File: src/hw/fsp_pkg.sv
// Constants and types for the flash SPI program port
// How it works
// - Read-status and write-status carry exactly one data byte of the status register.
// - Read takes two address bytes, then shifts out stored bytes from there.
// - Info-page select bit steers reads to the information page.
// - Read address auto-increments while selected and wraps from top to zero.
// - Main area reads return data only while readback disable is clear.
// - Program takes two address bytes, then writes data bytes onward from there.
// - Info-page select bit steers program writes to the information page.
// - Write latch must be set first; no byte is queued for a flash write while it is clear.
// - One program command accepts up to 1024 bytes starting anywhere.
// - Write latch clears when select rises after a program command.
// - Page erase takes one page byte; 0-31 code, 32-35 data pages.
// - Page erase starts on select rise only if the write latch was set.
// - While erasing, every command except read-status is ignored.
// - Write latch clears when a page erase completes.
// - Erase-all starts on select rise; info page too only if bit 3 set.
// - Read-protect-config returns one byte holding the page protection config.
// - Readback disable blocks main access and info writes; info reads still allowed.
// - Readback disable needs the write latch; afterwards SPI control is refused.
// - Debug enable with write latch sets debug until a full erase.
// - Protected restart maps the protected area from address zero.
// - Protected restart places SRAM at 0x8000 whatever the location control says.
// - Odd count of ones in top 16 data bytes selects protected start.
// - Opcodes 0x06, 0x04, 0x05, 0x01, 0x03, 0x02 for latch, status, read, program.
// - Opcodes 0x52, 0x62, 0x89, 0x85, 0x86 for erases, protect read, disable, debug.
// - Write latch is clear after power-up.
// - Address and data go low byte first, each byte MSB first.
package fsp_pkg;
    localparam logic [7:0]  OP_SET_WL   = 8'h06;
    localparam logic [7:0]  OP_CLR_WL   = 8'h04;
    localparam logic [7:0]  OP_RD_SR    = 8'h05;
    localparam logic [7:0]  OP_WR_SR    = 8'h01;
    localparam logic [7:0]  OP_READ     = 8'h03;
    localparam logic [7:0]  OP_PROG     = 8'h02;
    localparam logic [7:0]  OP_ERS_PG   = 8'h52;
    localparam logic [7:0]  OP_ERS_ALL  = 8'h62;
    localparam logic [7:0]  OP_RD_PCFG  = 8'h89;
    localparam logic [7:0]  OP_RB_DIS   = 8'h85;
    localparam logic [7:0]  OP_DBG_EN   = 8'h86;
    localparam logic [7:0]  OP_NONE     = 8'h00;
    localparam int          SR_DBG      = 7;
    localparam int          SR_WEN      = 5;
    localparam int          SR_BUSY     = 4;
    localparam int          SR_INFO     = 3;
    localparam int          SR_RDIS     = 2;
    localparam logic [7:0]  LAST_PAGE   = 8'h23;
    localparam int          PAGE_SHIFT  = 9;
    localparam logic [10:0] PROG_MAX    = 11'h400;
    localparam logic [15:0] SRAM_HIGH   = 16'h8000;
    localparam logic [15:0] SRAM_LOW    = 16'h0000;
    localparam logic [15:0] ADDR_ZERO   = 16'h0000;
    localparam int          UNPROTECTED_PAGE_COUNT_W      = 7;
    localparam int          NV_TOP_W    = 16 * 8;
    localparam int          FIFO_D      = 16;
    localparam int          CLK_MHZ     = 20;
    localparam int          ERASE_US    = 20;
    localparam logic [15:0] ERASE_CYC   = 16'(ERASE_US * CLK_MHZ);
    typedef enum logic [2:0] {
        FSP_OP   = 3'b000,
        FSP_A0   = 3'b001,
        FSP_A1   = 3'b011,
        FSP_DATA = 3'b010,
        FSP_IGN  = 3'b110
    } fsp_phase_t;
    typedef struct packed {
        logic        info;
        logic [15:0] addr;
        logic [7:0]  data;
    } fsp_wr_t;
endpackage : fsp_pkg

File: src/hw/fsp_top.sv
// Flash SPI program port with its write FIFO
`timescale 1ns/10ps
module fsp_fifo
    import fsp_pkg::*;
#(
    parameter int W = 8,
    parameter int D = FIFO_D
) (
    input  wire logic         clk,
    input  wire logic         rst,
    input  wire logic         in_valid,
    input  wire logic [W-1:0] in_data,
    output logic              in_ready,
    output logic              out_valid,
    output logic [W-1:0]      out_data,
    input  wire logic         out_ready
);
    localparam int AW = $clog2(D);
    typedef struct packed {
        logic [D-1:0][W-1:0] mem;
        logic [AW:0]         wp;
        logic [AW:0]         rp;
    } fsp_fifo_st_t;
    fsp_fifo_st_t f_q;
    fsp_fifo_st_t f_d;
    logic [AW:0]  used;

    assign used      = f_q.wp - f_q.rp;
    assign in_ready  = (used != (AW+1)'(D));
    assign out_valid = (used != '0);
    assign out_data  = f_q.mem[f_q.rp[AW-1:0]];

    always_comb begin
        f_d = f_q;
        if (in_valid && in_ready) begin
            f_d.mem[f_q.wp[AW-1:0]] = in_data;
            f_d.wp = f_q.wp + (AW+1)'(1);
        end
        if (out_valid && out_ready) begin
            f_d.rp = f_q.rp + (AW+1)'(1);
        end
    end

    always_ff @(posedge clk or posedge rst) begin
        if (rst) begin
            f_q <= '0;
        end else begin
            f_q <= f_d;
        end
    end
endmodule : fsp_fifo

module fsp_top
    import fsp_pkg::*;
(
    input  wire logic                SYS_CLK,
    input  wire logic                SYS_RST,
    input  wire logic                SPI_SCK,
    input  wire logic                SPI_MOSI,
    input  wire logic                FLASH_CHIP_SELECT_N,
    output logic                     SPI_MISO,
    output logic                     SPI_MISO_OE,
    input  wire logic [7:0]          FLASH_RDATA,
    input  wire logic                FLASH_READY,
    input  wire logic [7:0]          PROTECT_CONFIG_REG,
    input  wire logic [NV_TOP_W-1:0] NV_TOP,
    input  wire logic                SRAM_LOCATION_CTRL,
    output logic                     FLASH_RD,
    output logic [15:0]              FLASH_RD_ADDR,
    output logic                     FLASH_RD_INFO,
    output logic                     FLASH_WR,
    output logic [15:0]              FLASH_WR_ADDR,
    output logic [7:0]               FLASH_WR_DATA,
    output logic                     FLASH_WR_INFO,
    output logic                     FLASH_ERASE_PAGE,
    output logic                     FLASH_ERASE_ALL,
    output logic                     FLASH_ERASE_INFO,
    output logic [5:0]               FLASH_PAGE,
    output logic [7:0]               FLASH_STATUS_REG,
    output logic                     READBACK_DISABLE,
    output logic                     DEBUG_EN,
    output logic                     PROG_OVERRUN,
    output logic                     PROTECTED_START_SELECT,
    output logic [15:0]              CODE_REMAP_BASE,
    output logic [15:0]              SRAM_BASE
);
    typedef struct packed {
        logic        sck_m;
        logic        sck_s;
        logic        sck_p;
        logic        mosi_m;
        logic        mosi_s;
        logic        cs_m;
        logic        cs_s;
        logic        cs_p;
        fsp_phase_t  phase;
        logic [7:0]  op;
        logic        go;
        logic [7:0]  sh;
        logic [2:0]  bitc;
        logic [7:0]  tx;
        logic        miso;
        logic        miso_oe;
        logic [15:0] addr;
        logic [10:0] cnt;
        logic        wen;
        logic        info;
        logic        rdis;
        logic        dbg;
        logic        ers_pg;
        logic        ers_all;
        logic        ers_info;
        logic [5:0]  page;
        logic [15:0] etmr;
        logic        rd;
        logic        rdv;
        logic [15:0] rd_addr;
        logic        rd_info;
        logic        wr;
        fsp_wr_t     wrq;
        logic [7:0]  stat;
        logic        ovr;
        logic        started;
        logic        pstart;
        logic [15:0] remap;
        logic [15:0] sram;
    } fsp_state_t;

    fsp_state_t s_q;
    fsp_state_t n;
    logic       rise;
    logic       fall;
    logic       cs_up;
    logic       bdone;
    logic       busy;
    logic       nv_par;
    logic [7:0] rx;
    logic [7:0] sr;
    logic       push;
    fsp_wr_t    push_w;
    logic       f_ready;
    logic       f_valid;
    fsp_wr_t    f_data;
    logic       pop;

    assign rise   = s_q.sck_s && !s_q.sck_p;
    assign fall   = !s_q.sck_s && s_q.sck_p;
    assign cs_up  = s_q.cs_s && !s_q.cs_p;
    assign bdone  = rise && !s_q.cs_s && (s_q.bitc == 3'h7);
    assign rx     = {s_q.sh[6:0], s_q.mosi_s};
    assign busy   = s_q.ers_pg || s_q.ers_all;
    assign nv_par = ^NV_TOP;
    assign pop    = !s_q.wr && f_valid && FLASH_READY;

    // Writes queue here for a slow flash macro; bytes arriving while it is full are dropped and flag overrun
    fsp_fifo #(
        .W ($bits(fsp_wr_t)),
        .D (FIFO_D)
    ) u_fifo (
        .clk       (SYS_CLK),
        .rst       (SYS_RST),
        .in_valid  (push),
        .in_data   (push_w),
        .in_ready  (f_ready),
        .out_valid (f_valid),
        .out_data  (f_data),
        .out_ready (pop)
    );

    always_comb begin
        n        = s_q;
        push     = 1'b0;
        push_w   = '0;
        n.rd     = 1'b0;
        n.wr     = 1'b0;
        n.rdv    = s_q.rd;
        // Two-stage synchronisers; only the second stage is looked at
        n.sck_m  = SPI_SCK;
        n.sck_s  = s_q.sck_m;
        n.sck_p  = s_q.sck_s;
        n.mosi_m = SPI_MOSI;
        n.mosi_s = s_q.mosi_m;
        n.cs_m   = FLASH_CHIP_SELECT_N;
        n.cs_s   = s_q.cs_m;
        n.cs_p   = s_q.cs_s;

        sr          = 8'h00;
        sr[SR_DBG]  = s_q.dbg;
        sr[SR_WEN]  = s_q.wen;
        sr[SR_BUSY] = busy;
        sr[SR_INFO] = s_q.info;
        sr[SR_RDIS] = s_q.rdis;
        n.stat      = sr;

        if (s_q.cs_s) begin
            n.bitc    = 3'h0;
            n.phase   = FSP_OP;
            n.miso_oe = 1'b0;
        end else begin
            n.miso_oe = 1'b1;
            if (rise) begin
                n.sh   = rx;
                n.bitc = s_q.bitc + 3'h1;
            end
            // No shift on the fall that follows a byte boundary: the MSB was just loaded
            if (fall && (s_q.bitc != 3'h0)) begin
                n.miso = s_q.tx[6];
                n.tx   = {s_q.tx[6:0], 1'b0};
            end
        end

        if (bdone) begin
            unique case (s_q.phase)
                FSP_OP: begin
                    n.op    = rx;
                    n.go    = 1'b0;
                    n.cnt   = 11'h000;
                    n.phase = FSP_DATA;
                    if (busy && (rx != OP_RD_SR)) begin
                        n.op    = OP_NONE;
                        n.phase = FSP_IGN;
                    end else if (s_q.rdis && (rx != OP_RD_SR) && (rx != OP_READ)) begin
                        n.op    = OP_NONE;
                        n.phase = FSP_IGN;
                    end else begin
                        unique case (rx)
                            OP_RD_SR: begin
                                n.tx   = sr;
                                n.miso = sr[7];
                            end
                            OP_RD_PCFG: begin
                                n.tx   = PROTECT_CONFIG_REG;
                                n.miso = PROTECT_CONFIG_REG[7];
                            end
                            OP_WR_SR, OP_ERS_PG: begin
                                n.phase = FSP_DATA;
                            end
                            OP_READ: begin
                                n.phase = FSP_A0;
                            end
                            OP_PROG: begin
                                n.phase = FSP_A0;
                                n.go    = 1'b1;
                                n.ovr   = 1'b0;
                            end
                            OP_SET_WL: begin
                                n.wen   = 1'b1;
                                n.phase = FSP_IGN;
                            end
                            OP_CLR_WL: begin
                                n.wen   = 1'b0;
                                n.phase = FSP_IGN;
                            end
                            OP_ERS_ALL, OP_RB_DIS, OP_DBG_EN: begin
                                n.go    = s_q.wen;
                                n.phase = FSP_IGN;
                            end
                            default: begin
                                n.op    = OP_NONE;
                                n.phase = FSP_IGN;
                            end
                        endcase
                    end
                end
                FSP_A0: begin
                    n.addr[7:0] = rx;
                    n.phase     = FSP_A1;
                end
                FSP_A1: begin
                    n.addr[15:8] = rx;
                    n.phase      = FSP_DATA;
                    if (s_q.op == OP_READ) begin
                        n.rd      = 1'b1;
                        n.rd_addr = {rx, s_q.addr[7:0]};
                        n.rd_info = s_q.info;
                    end
                end
                FSP_DATA: begin
                    unique case (s_q.op)
                        OP_WR_SR: begin
                            n.info  = rx[SR_INFO];
                            n.phase = FSP_IGN;
                        end
                        OP_READ: begin
                            n.addr    = s_q.addr + 16'h0001;
                            n.rd      = 1'b1;
                            n.rd_addr = s_q.addr + 16'h0001;
                            n.rd_info = s_q.info;
                        end
                        OP_PROG: begin
                            if (s_q.wen && (s_q.cnt < PROG_MAX)) begin
                                push        = f_ready;
                                push_w.info = s_q.info;
                                push_w.addr = s_q.addr;
                                push_w.data = rx;
                                n.ovr       = s_q.ovr || !f_ready;
                                n.addr      = s_q.addr + 16'h0001;
                                n.cnt       = s_q.cnt + 11'h001;
                            end
                        end
                        OP_ERS_PG: begin
                            n.page  = rx[5:0];
                            n.go    = s_q.wen && (rx <= LAST_PAGE);
                            n.phase = FSP_IGN;
                        end
                        default: begin
                            n.phase = FSP_IGN;
                        end
                    endcase
                end
                FSP_IGN: begin
                    n.phase = FSP_IGN;
                end
                default: begin
                    n.phase = FSP_IGN;
                end
            endcase
        end

        // Read data lands two cycles after the request, well before the next SCK fall
        if (s_q.rdv) begin
            n.tx   = (s_q.rdis && !s_q.rd_info) ? 8'h00 : FLASH_RDATA;
            n.miso = (s_q.rdis && !s_q.rd_info) ? 1'b0 : FLASH_RDATA[7];
        end

        if (cs_up && s_q.go) begin
            n.go = 1'b0;
            unique case (s_q.op)
                OP_PROG: begin
                    n.wen = 1'b0;
                end
                OP_ERS_PG: begin
                    n.ers_pg = 1'b1;
                    n.etmr   = 16'h0000;
                end
                OP_ERS_ALL: begin
                    n.ers_all  = 1'b1;
                    n.ers_info = s_q.info;
                    n.etmr     = 16'h0000;
                end
                OP_RB_DIS: begin
                    n.rdis = 1'b1;
                    n.wen  = 1'b0;
                end
                OP_DBG_EN: begin
                    n.dbg = 1'b1;
                    n.wen = 1'b0;
                end
                default: begin
                    n.go = 1'b0;
                end
            endcase
        end else if (cs_up) begin
            n.go = 1'b0;
        end

        // Self-timed erase on the device clock
        if (busy) begin
            n.etmr = s_q.etmr + 16'h0001;
            if (s_q.etmr == (ERASE_CYC - 16'h0001)) begin
                n.ers_pg  = 1'b0;
                n.ers_all = 1'b0;
                n.wen     = 1'b0;
                if (s_q.ers_all) begin
                    n.dbg = 1'b0;
                end
            end
        end

        if (pop) begin
            n.wr  = 1'b1;
            n.wrq = f_data;
        end

        // Restart mapping is fixed once, one cycle after reset release
        if (!s_q.started) begin
            n.started = 1'b1;
            n.pstart  = nv_par;
            n.remap   = nv_par ? (16'(PROTECT_CONFIG_REG[UNPROTECTED_PAGE_COUNT_W-1:0]) << PAGE_SHIFT)
                               : ADDR_ZERO;
        end
        n.sram = (s_q.pstart || SRAM_LOCATION_CTRL) ? SRAM_HIGH : SRAM_LOW;
    end

    always_ff @(posedge SYS_CLK or posedge SYS_RST) begin
        if (SYS_RST) begin
            s_q      <= '0;
            s_q.cs_m <= 1'b1;
            s_q.cs_s <= 1'b1;
            s_q.cs_p <= 1'b1;
        end else begin
            s_q <= n;
        end
    end

    assign SPI_MISO               = s_q.miso;
    assign SPI_MISO_OE            = s_q.miso_oe;
    assign FLASH_RD               = s_q.rd;
    assign FLASH_RD_ADDR          = s_q.rd_addr;
    assign FLASH_RD_INFO          = s_q.rd_info;
    assign FLASH_WR               = s_q.wr;
    assign FLASH_WR_ADDR          = s_q.wrq.addr;
    assign FLASH_WR_DATA          = s_q.wrq.data;
    assign FLASH_WR_INFO          = s_q.wrq.info;
    assign FLASH_ERASE_PAGE       = s_q.ers_pg;
    assign FLASH_ERASE_ALL        = s_q.ers_all;
    assign FLASH_ERASE_INFO       = s_q.ers_info;
    assign FLASH_PAGE             = s_q.page;
    assign FLASH_STATUS_REG       = s_q.stat;
    assign READBACK_DISABLE       = s_q.rdis;
    assign DEBUG_EN               = s_q.dbg;
    assign PROG_OVERRUN           = s_q.ovr;
    assign PROTECTED_START_SELECT = s_q.pstart;
    assign CODE_REMAP_BASE        = s_q.remap;
    assign SRAM_BASE              = s_q.sram;
endmodule : fsp_top

File: config.mk
export PLATFORM = sky130hd
export DESIGN_NAME = fsp_top
export DESIGN_NICKNAME = d
export VERILOG_FILES = /design/src/hw/fsp_pkg.sv /design/src/hw/fsp_top.sv
export SDC_FILE = /design/constraint.sdc
export NUM_CORES = 2
export LEC_CHECK = 0
export BUFFER_PORTS_ARGS = -buffer_cell sky130_fd_sc_hd__buf_4
export CAP_MARGIN = 20
export CORE_MARGIN = 3
export CORE_UTILIZATION = 45
export CTS_BUF_LIST = sky130_fd_sc_hd__clkbuf_4
export CTS_CLUSTER_DIAMETER = 40
export DETAILED_ROUTE_END_ITERATION = 16
export HOLD_SLACK_MARGIN = 0.02
export PLACE_DENSITY = 0.7
export REMOVE_ABC_BUFFERS = 1
export SLEW_MARGIN = 30
export SYNTH_ARGS = -nofsm -noshare
export SYNTH_HDL_FRONTEND = slang
export SYNTH_SLANG_ARGS = --single-unit
File: constraint.sdc
create_clock -name SYS_CLK -period 15.95 [get_ports SYS_CLK]
set_input_delay 0.7975 -clock SYS_CLK [delete_from_list [all_inputs] [get_ports SYS_CLK]]
set_output_delay 0.7975 -clock SYS_CLK [all_outputs]
set_load 0.01 [all_outputs]
==> results.yml <==
floorplanning:
  initial_core_util_pct: 45.9
  std_cell_rows: 90
  core_mm2: 0.0608
  die_h_um: 255
  die_width_um: 255
  die_area_mm2: 0.0651
  io_pins: 250
route:
  ant_nets: 0
  wire_per_inst_um: 21.0
  first_pass_iters: 5
  drt_first_iter_violations: 1098
  routed_wl_um: 66400
  viasPerCell: 5.59
  vias: 17700
  route.detailed.drc: 0
worst_setup_path:
  start_kind: "flip-flop"
  crit_slowest_cell: "dfrtp_1"
  critPathCaptureType: "flip-flop"
  r2r_slack_ps: 11600
  worstRegToRegCells: 9
  r2r-end: "u_fifo.f_q[280]"
  cp.required_ps: 16780
  crit_arrival_ps: 5180
  critPathKind: "flip-flop to flip-flop"
  worstPathMaxFanout: 21
  rr_startpoint: "u_fifo.f_q[7]"
  cpPeakStageDelay_ps: 960
  cp_cell_sequence: "ha_1 -> o21ai_0 -> nand2b_1 -> mux2i_1 -> nor2b_1 -> and2b_2 -> nand4b_2 -> buf_4 -> mux2_2"
clock_tree:
  cts.clk_slew.worst_paths_ps: 70
  clock_sinks: 566
  cts_buffer_depth: 3
  htreeDepth: 4
  cts_tree: "yes"
  ctsResizeCount: 0
  clock_latency_ps: 990
  cts_inserted_buffers: 149
  root_buffer: "clkbuf_4"
timing:
  fin_crit_ps: 4350
  slew_headroom_pct: 31.7
  setup_viol: 0
  post-route-period-util_pct: 27.3
  drv_slew: 0
  clock_skew_ps: 81.5
  rsz0062_at_grt: "no"
  finalHoldViolations: 0
  final.setup.worst_slack_ps: 11600
  tightest_slew_ps: 1020
  max_freq_ghz: 0.230
logic_synthesis:
  postSynthCellCount: 2072
  synth_top_family_by_area: "multiplexers"
  syn_avg_cell_area_um2: 13.5
  synth-compound-area-share_pct: 3.81
  yosys-top-cells-area: "dfrtp_1 50%, mux2_2 17%, mux4_2 10%"
  ys_seq_elements: 566
  synth-edff-count: 0
  ys.flop_type: "dfrtp_1"
  synth-adder-area-share_pct: 0.672
  yosysSeqAreaShare_pct: 50.8
  yosys_warnings: 0
  synth_mux_area_share_pct: 28.4
  synth_xor_area_share_pct: 5.02
  yosys.cell_types.count: 69
  yosys.area_share.simple_pct: 6.11
  synth.cell_area_mm2: 0.0279
  async_flop_share_pct: 100
  yosysTopAreaCellShare_pct: 50.5
  synth_area_leader_cell: "dfrtp_1"
power_and_ir_drop:
  vdd_drop_max_mv: 0.103
  p_per_area_mw_per_mm2: 109
  leakage_nw: 15.5
global_routing:
  grt_pass1_wl_um: 105000
  grt_pass1_vias: 18600
  use_met2_pct: 34.9
  grt_remaining_overflow: 0
  grt_util_met1_pct: 27.2
  grt_busiest_layer: "met2"
  use_met3_pct: 4.84
  grt_usage_pct: 20.9
  grt_max_degree: 131
  antenna_found_initial: 4
final_layout:
  post-route-util_pct: 51.9
  stdcell_area_mm2: 0.0316
  drive_above_1_share_pct: 44.6
  fillers: 5205
  area_growth_pct: 13.1
  finish.net_count: 2432
placed_design:
  dp_hpwl_um: 42400
  dp_slack_ps: 11620
  numPortBuffers: 222
  place.gp.congestion: 0.846
  place_area_mm2: 0.0296
worst_hold_path:
  hp-start: "PROTECT_CONFIG_REG[7]"
  hold_path_end: "SPI_MISO"
  holdPathStages: 3
  hold_path.class: "input port to flip-flop"
flow_run:
  cap_violations: 0
status:
  status: "complete, no violations"
## worst max-delay path: cells and delay by family, from the launching register on
| family | cells | cell delay [ps] |
|---|---|---|
| AO/OA/AOI/OAI | 1 | 100 |
| multiplexers | 2 | 440 |
| AND/OR/NAND/NOR | 4 | 1820 |
| adder cells (fa/ha/maj) | 1 | 400 |
| buffers and inverters | 1 | 500 |
| flip-flops | 1 | 960 |
## what timing repair did
action                                  4_1_cts  5_1_grt
hold buffers                                 13        0
buffers inserted                              0        0
endpoints found under the hold margin        71        0
endpoints found under the setup margin        0        0
## final cells by class
type,instances,area [µm²],area share (%)
multi-input cells,1267,12500,39.6
clock inverters,45,209,0.662
repair buffers,257,2000,6.34
well taps,782,978,3.10
flip-flops and latches,566,14200,44.9
clock buffers,212,1590,5.04
inverters,25,106,0.337
diodes,6,15.0,0.0476
## stage by stage
| step | std cells | total power, mW | TNS, ps | hold WS (ps) |
|---|---|---|---|---|
| 6_report | 3160 | 3.43 | 0 | 116 |
| 4_1_cts | 3154 | 3.48 | 0 | 20.3 |
| 3_3_place_gp | 2883 | 2.22 | 0 | 339 |
| 5_1_grt | 3158 | 3.61 | 0 | 76.3 |
| 3_5_place_dp | 2884 | 2.25 | 0 | 337 |
| 2_1_floorplan | 1858 | 2.03 | -379150 | 331 |
## synth_stat cells (16+ instances only)
cell type,count
xor2_1,27
inv_1,23
buf_4,86
nand2_1,81
and2_1,30
nand3_1,24
clkbuf_1,96
dfrtp_1,563
xnor2_1,133
nor2_1,58
a21oi_1,34
nor3_1,16
o21ai_0,92
mux4_2,125
mux2_2,429
buf_1,20
buf_2,26
## placed cells by master (no fill, tap or decap), types with 4 or more instances in the layout
cell             n
dfrtp_1        561
mux2_2         429
buf_4          238
clkbuf_4       212
xnor2_1        133
mux4_2         125
o21ai_0         92
nand2_1         80
nor2_1          58
a21oi_1         34
clkinv_1        33
and2_1          30
conb_1          28
xor2_1          27
nand3_1         24
inv_1           22
nor3_1          16
ha_1            15
mux2i_1         14
and3_1          14
mux2_1          13
dlygate4sd3_1   13
nand2b_1        11
nor2b_1         11
a31oi_1         10
o31ai_1         10
a22o_1           9
nand4_1          8
inv_2            7
diode_2          6
nor4_1           6
nand4b_2         5
buf_6            5
nor3b_1          4
and4_1           4
clkinv_2         4
## sequential cells by signal (all words and copies together), names as in the netlist, 5 cells and up
register and count:
u_fifo.f_q 410, rx 8, FLASH_RD_ADDR 16, CODE_REMAP_BASE 7, FLASH_PAGE 6, n 7, s_q 69, FLASH_STATUS_REG 5
FLASH_WR_ADDR 16, FLASH_WR_DATA 8
## cells by family after synthesis
family          count (synthesis)
simple gates                  300
other cells                     2
xor+xnor                      160
compound gates                183
mux                           581
buf+inv                       265
fa+ha+maj                      15
flops                         566
## worst max-delay path by stage
stage                  start             endpoint  slack, ps
3_5_place_dp   u_fifo.f_q[7]      u_fifo.f_q[272]      11620
3_3_place_gp        s_q[176]       u_fifo.f_q[96]      11630
2_1_floorplan        SYS_RST  CODE_REMAP_BASE[10]       -670
4_1_cts        u_fifo.f_q[7]      u_fifo.f_q[272]      11620
6_report       u_fifo.f_q[7]      u_fifo.f_q[280]      11600
5_1_grt        u_fifo.f_q[7]      u_fifo.f_q[272]      11310
## report_power, final
part	total, mW	leakage, nW	switching (mW)	internal [mW]
clock	1.22	1.08	0.595	0.626
sequential	1.54	7.85	0.0732	1.46
combinational	0.672	6.56	0.373	0.299
total	3.43	15.5	1.04	2.39
## routing by layer
metal	part of all wire, %	up-vias
li1	-	7796
met1	42	9189
met2	50	564
met3	6.0	108
met4	1.8	0
met5	0	-
Note: power is estimated with default switching activity, not from simulation.
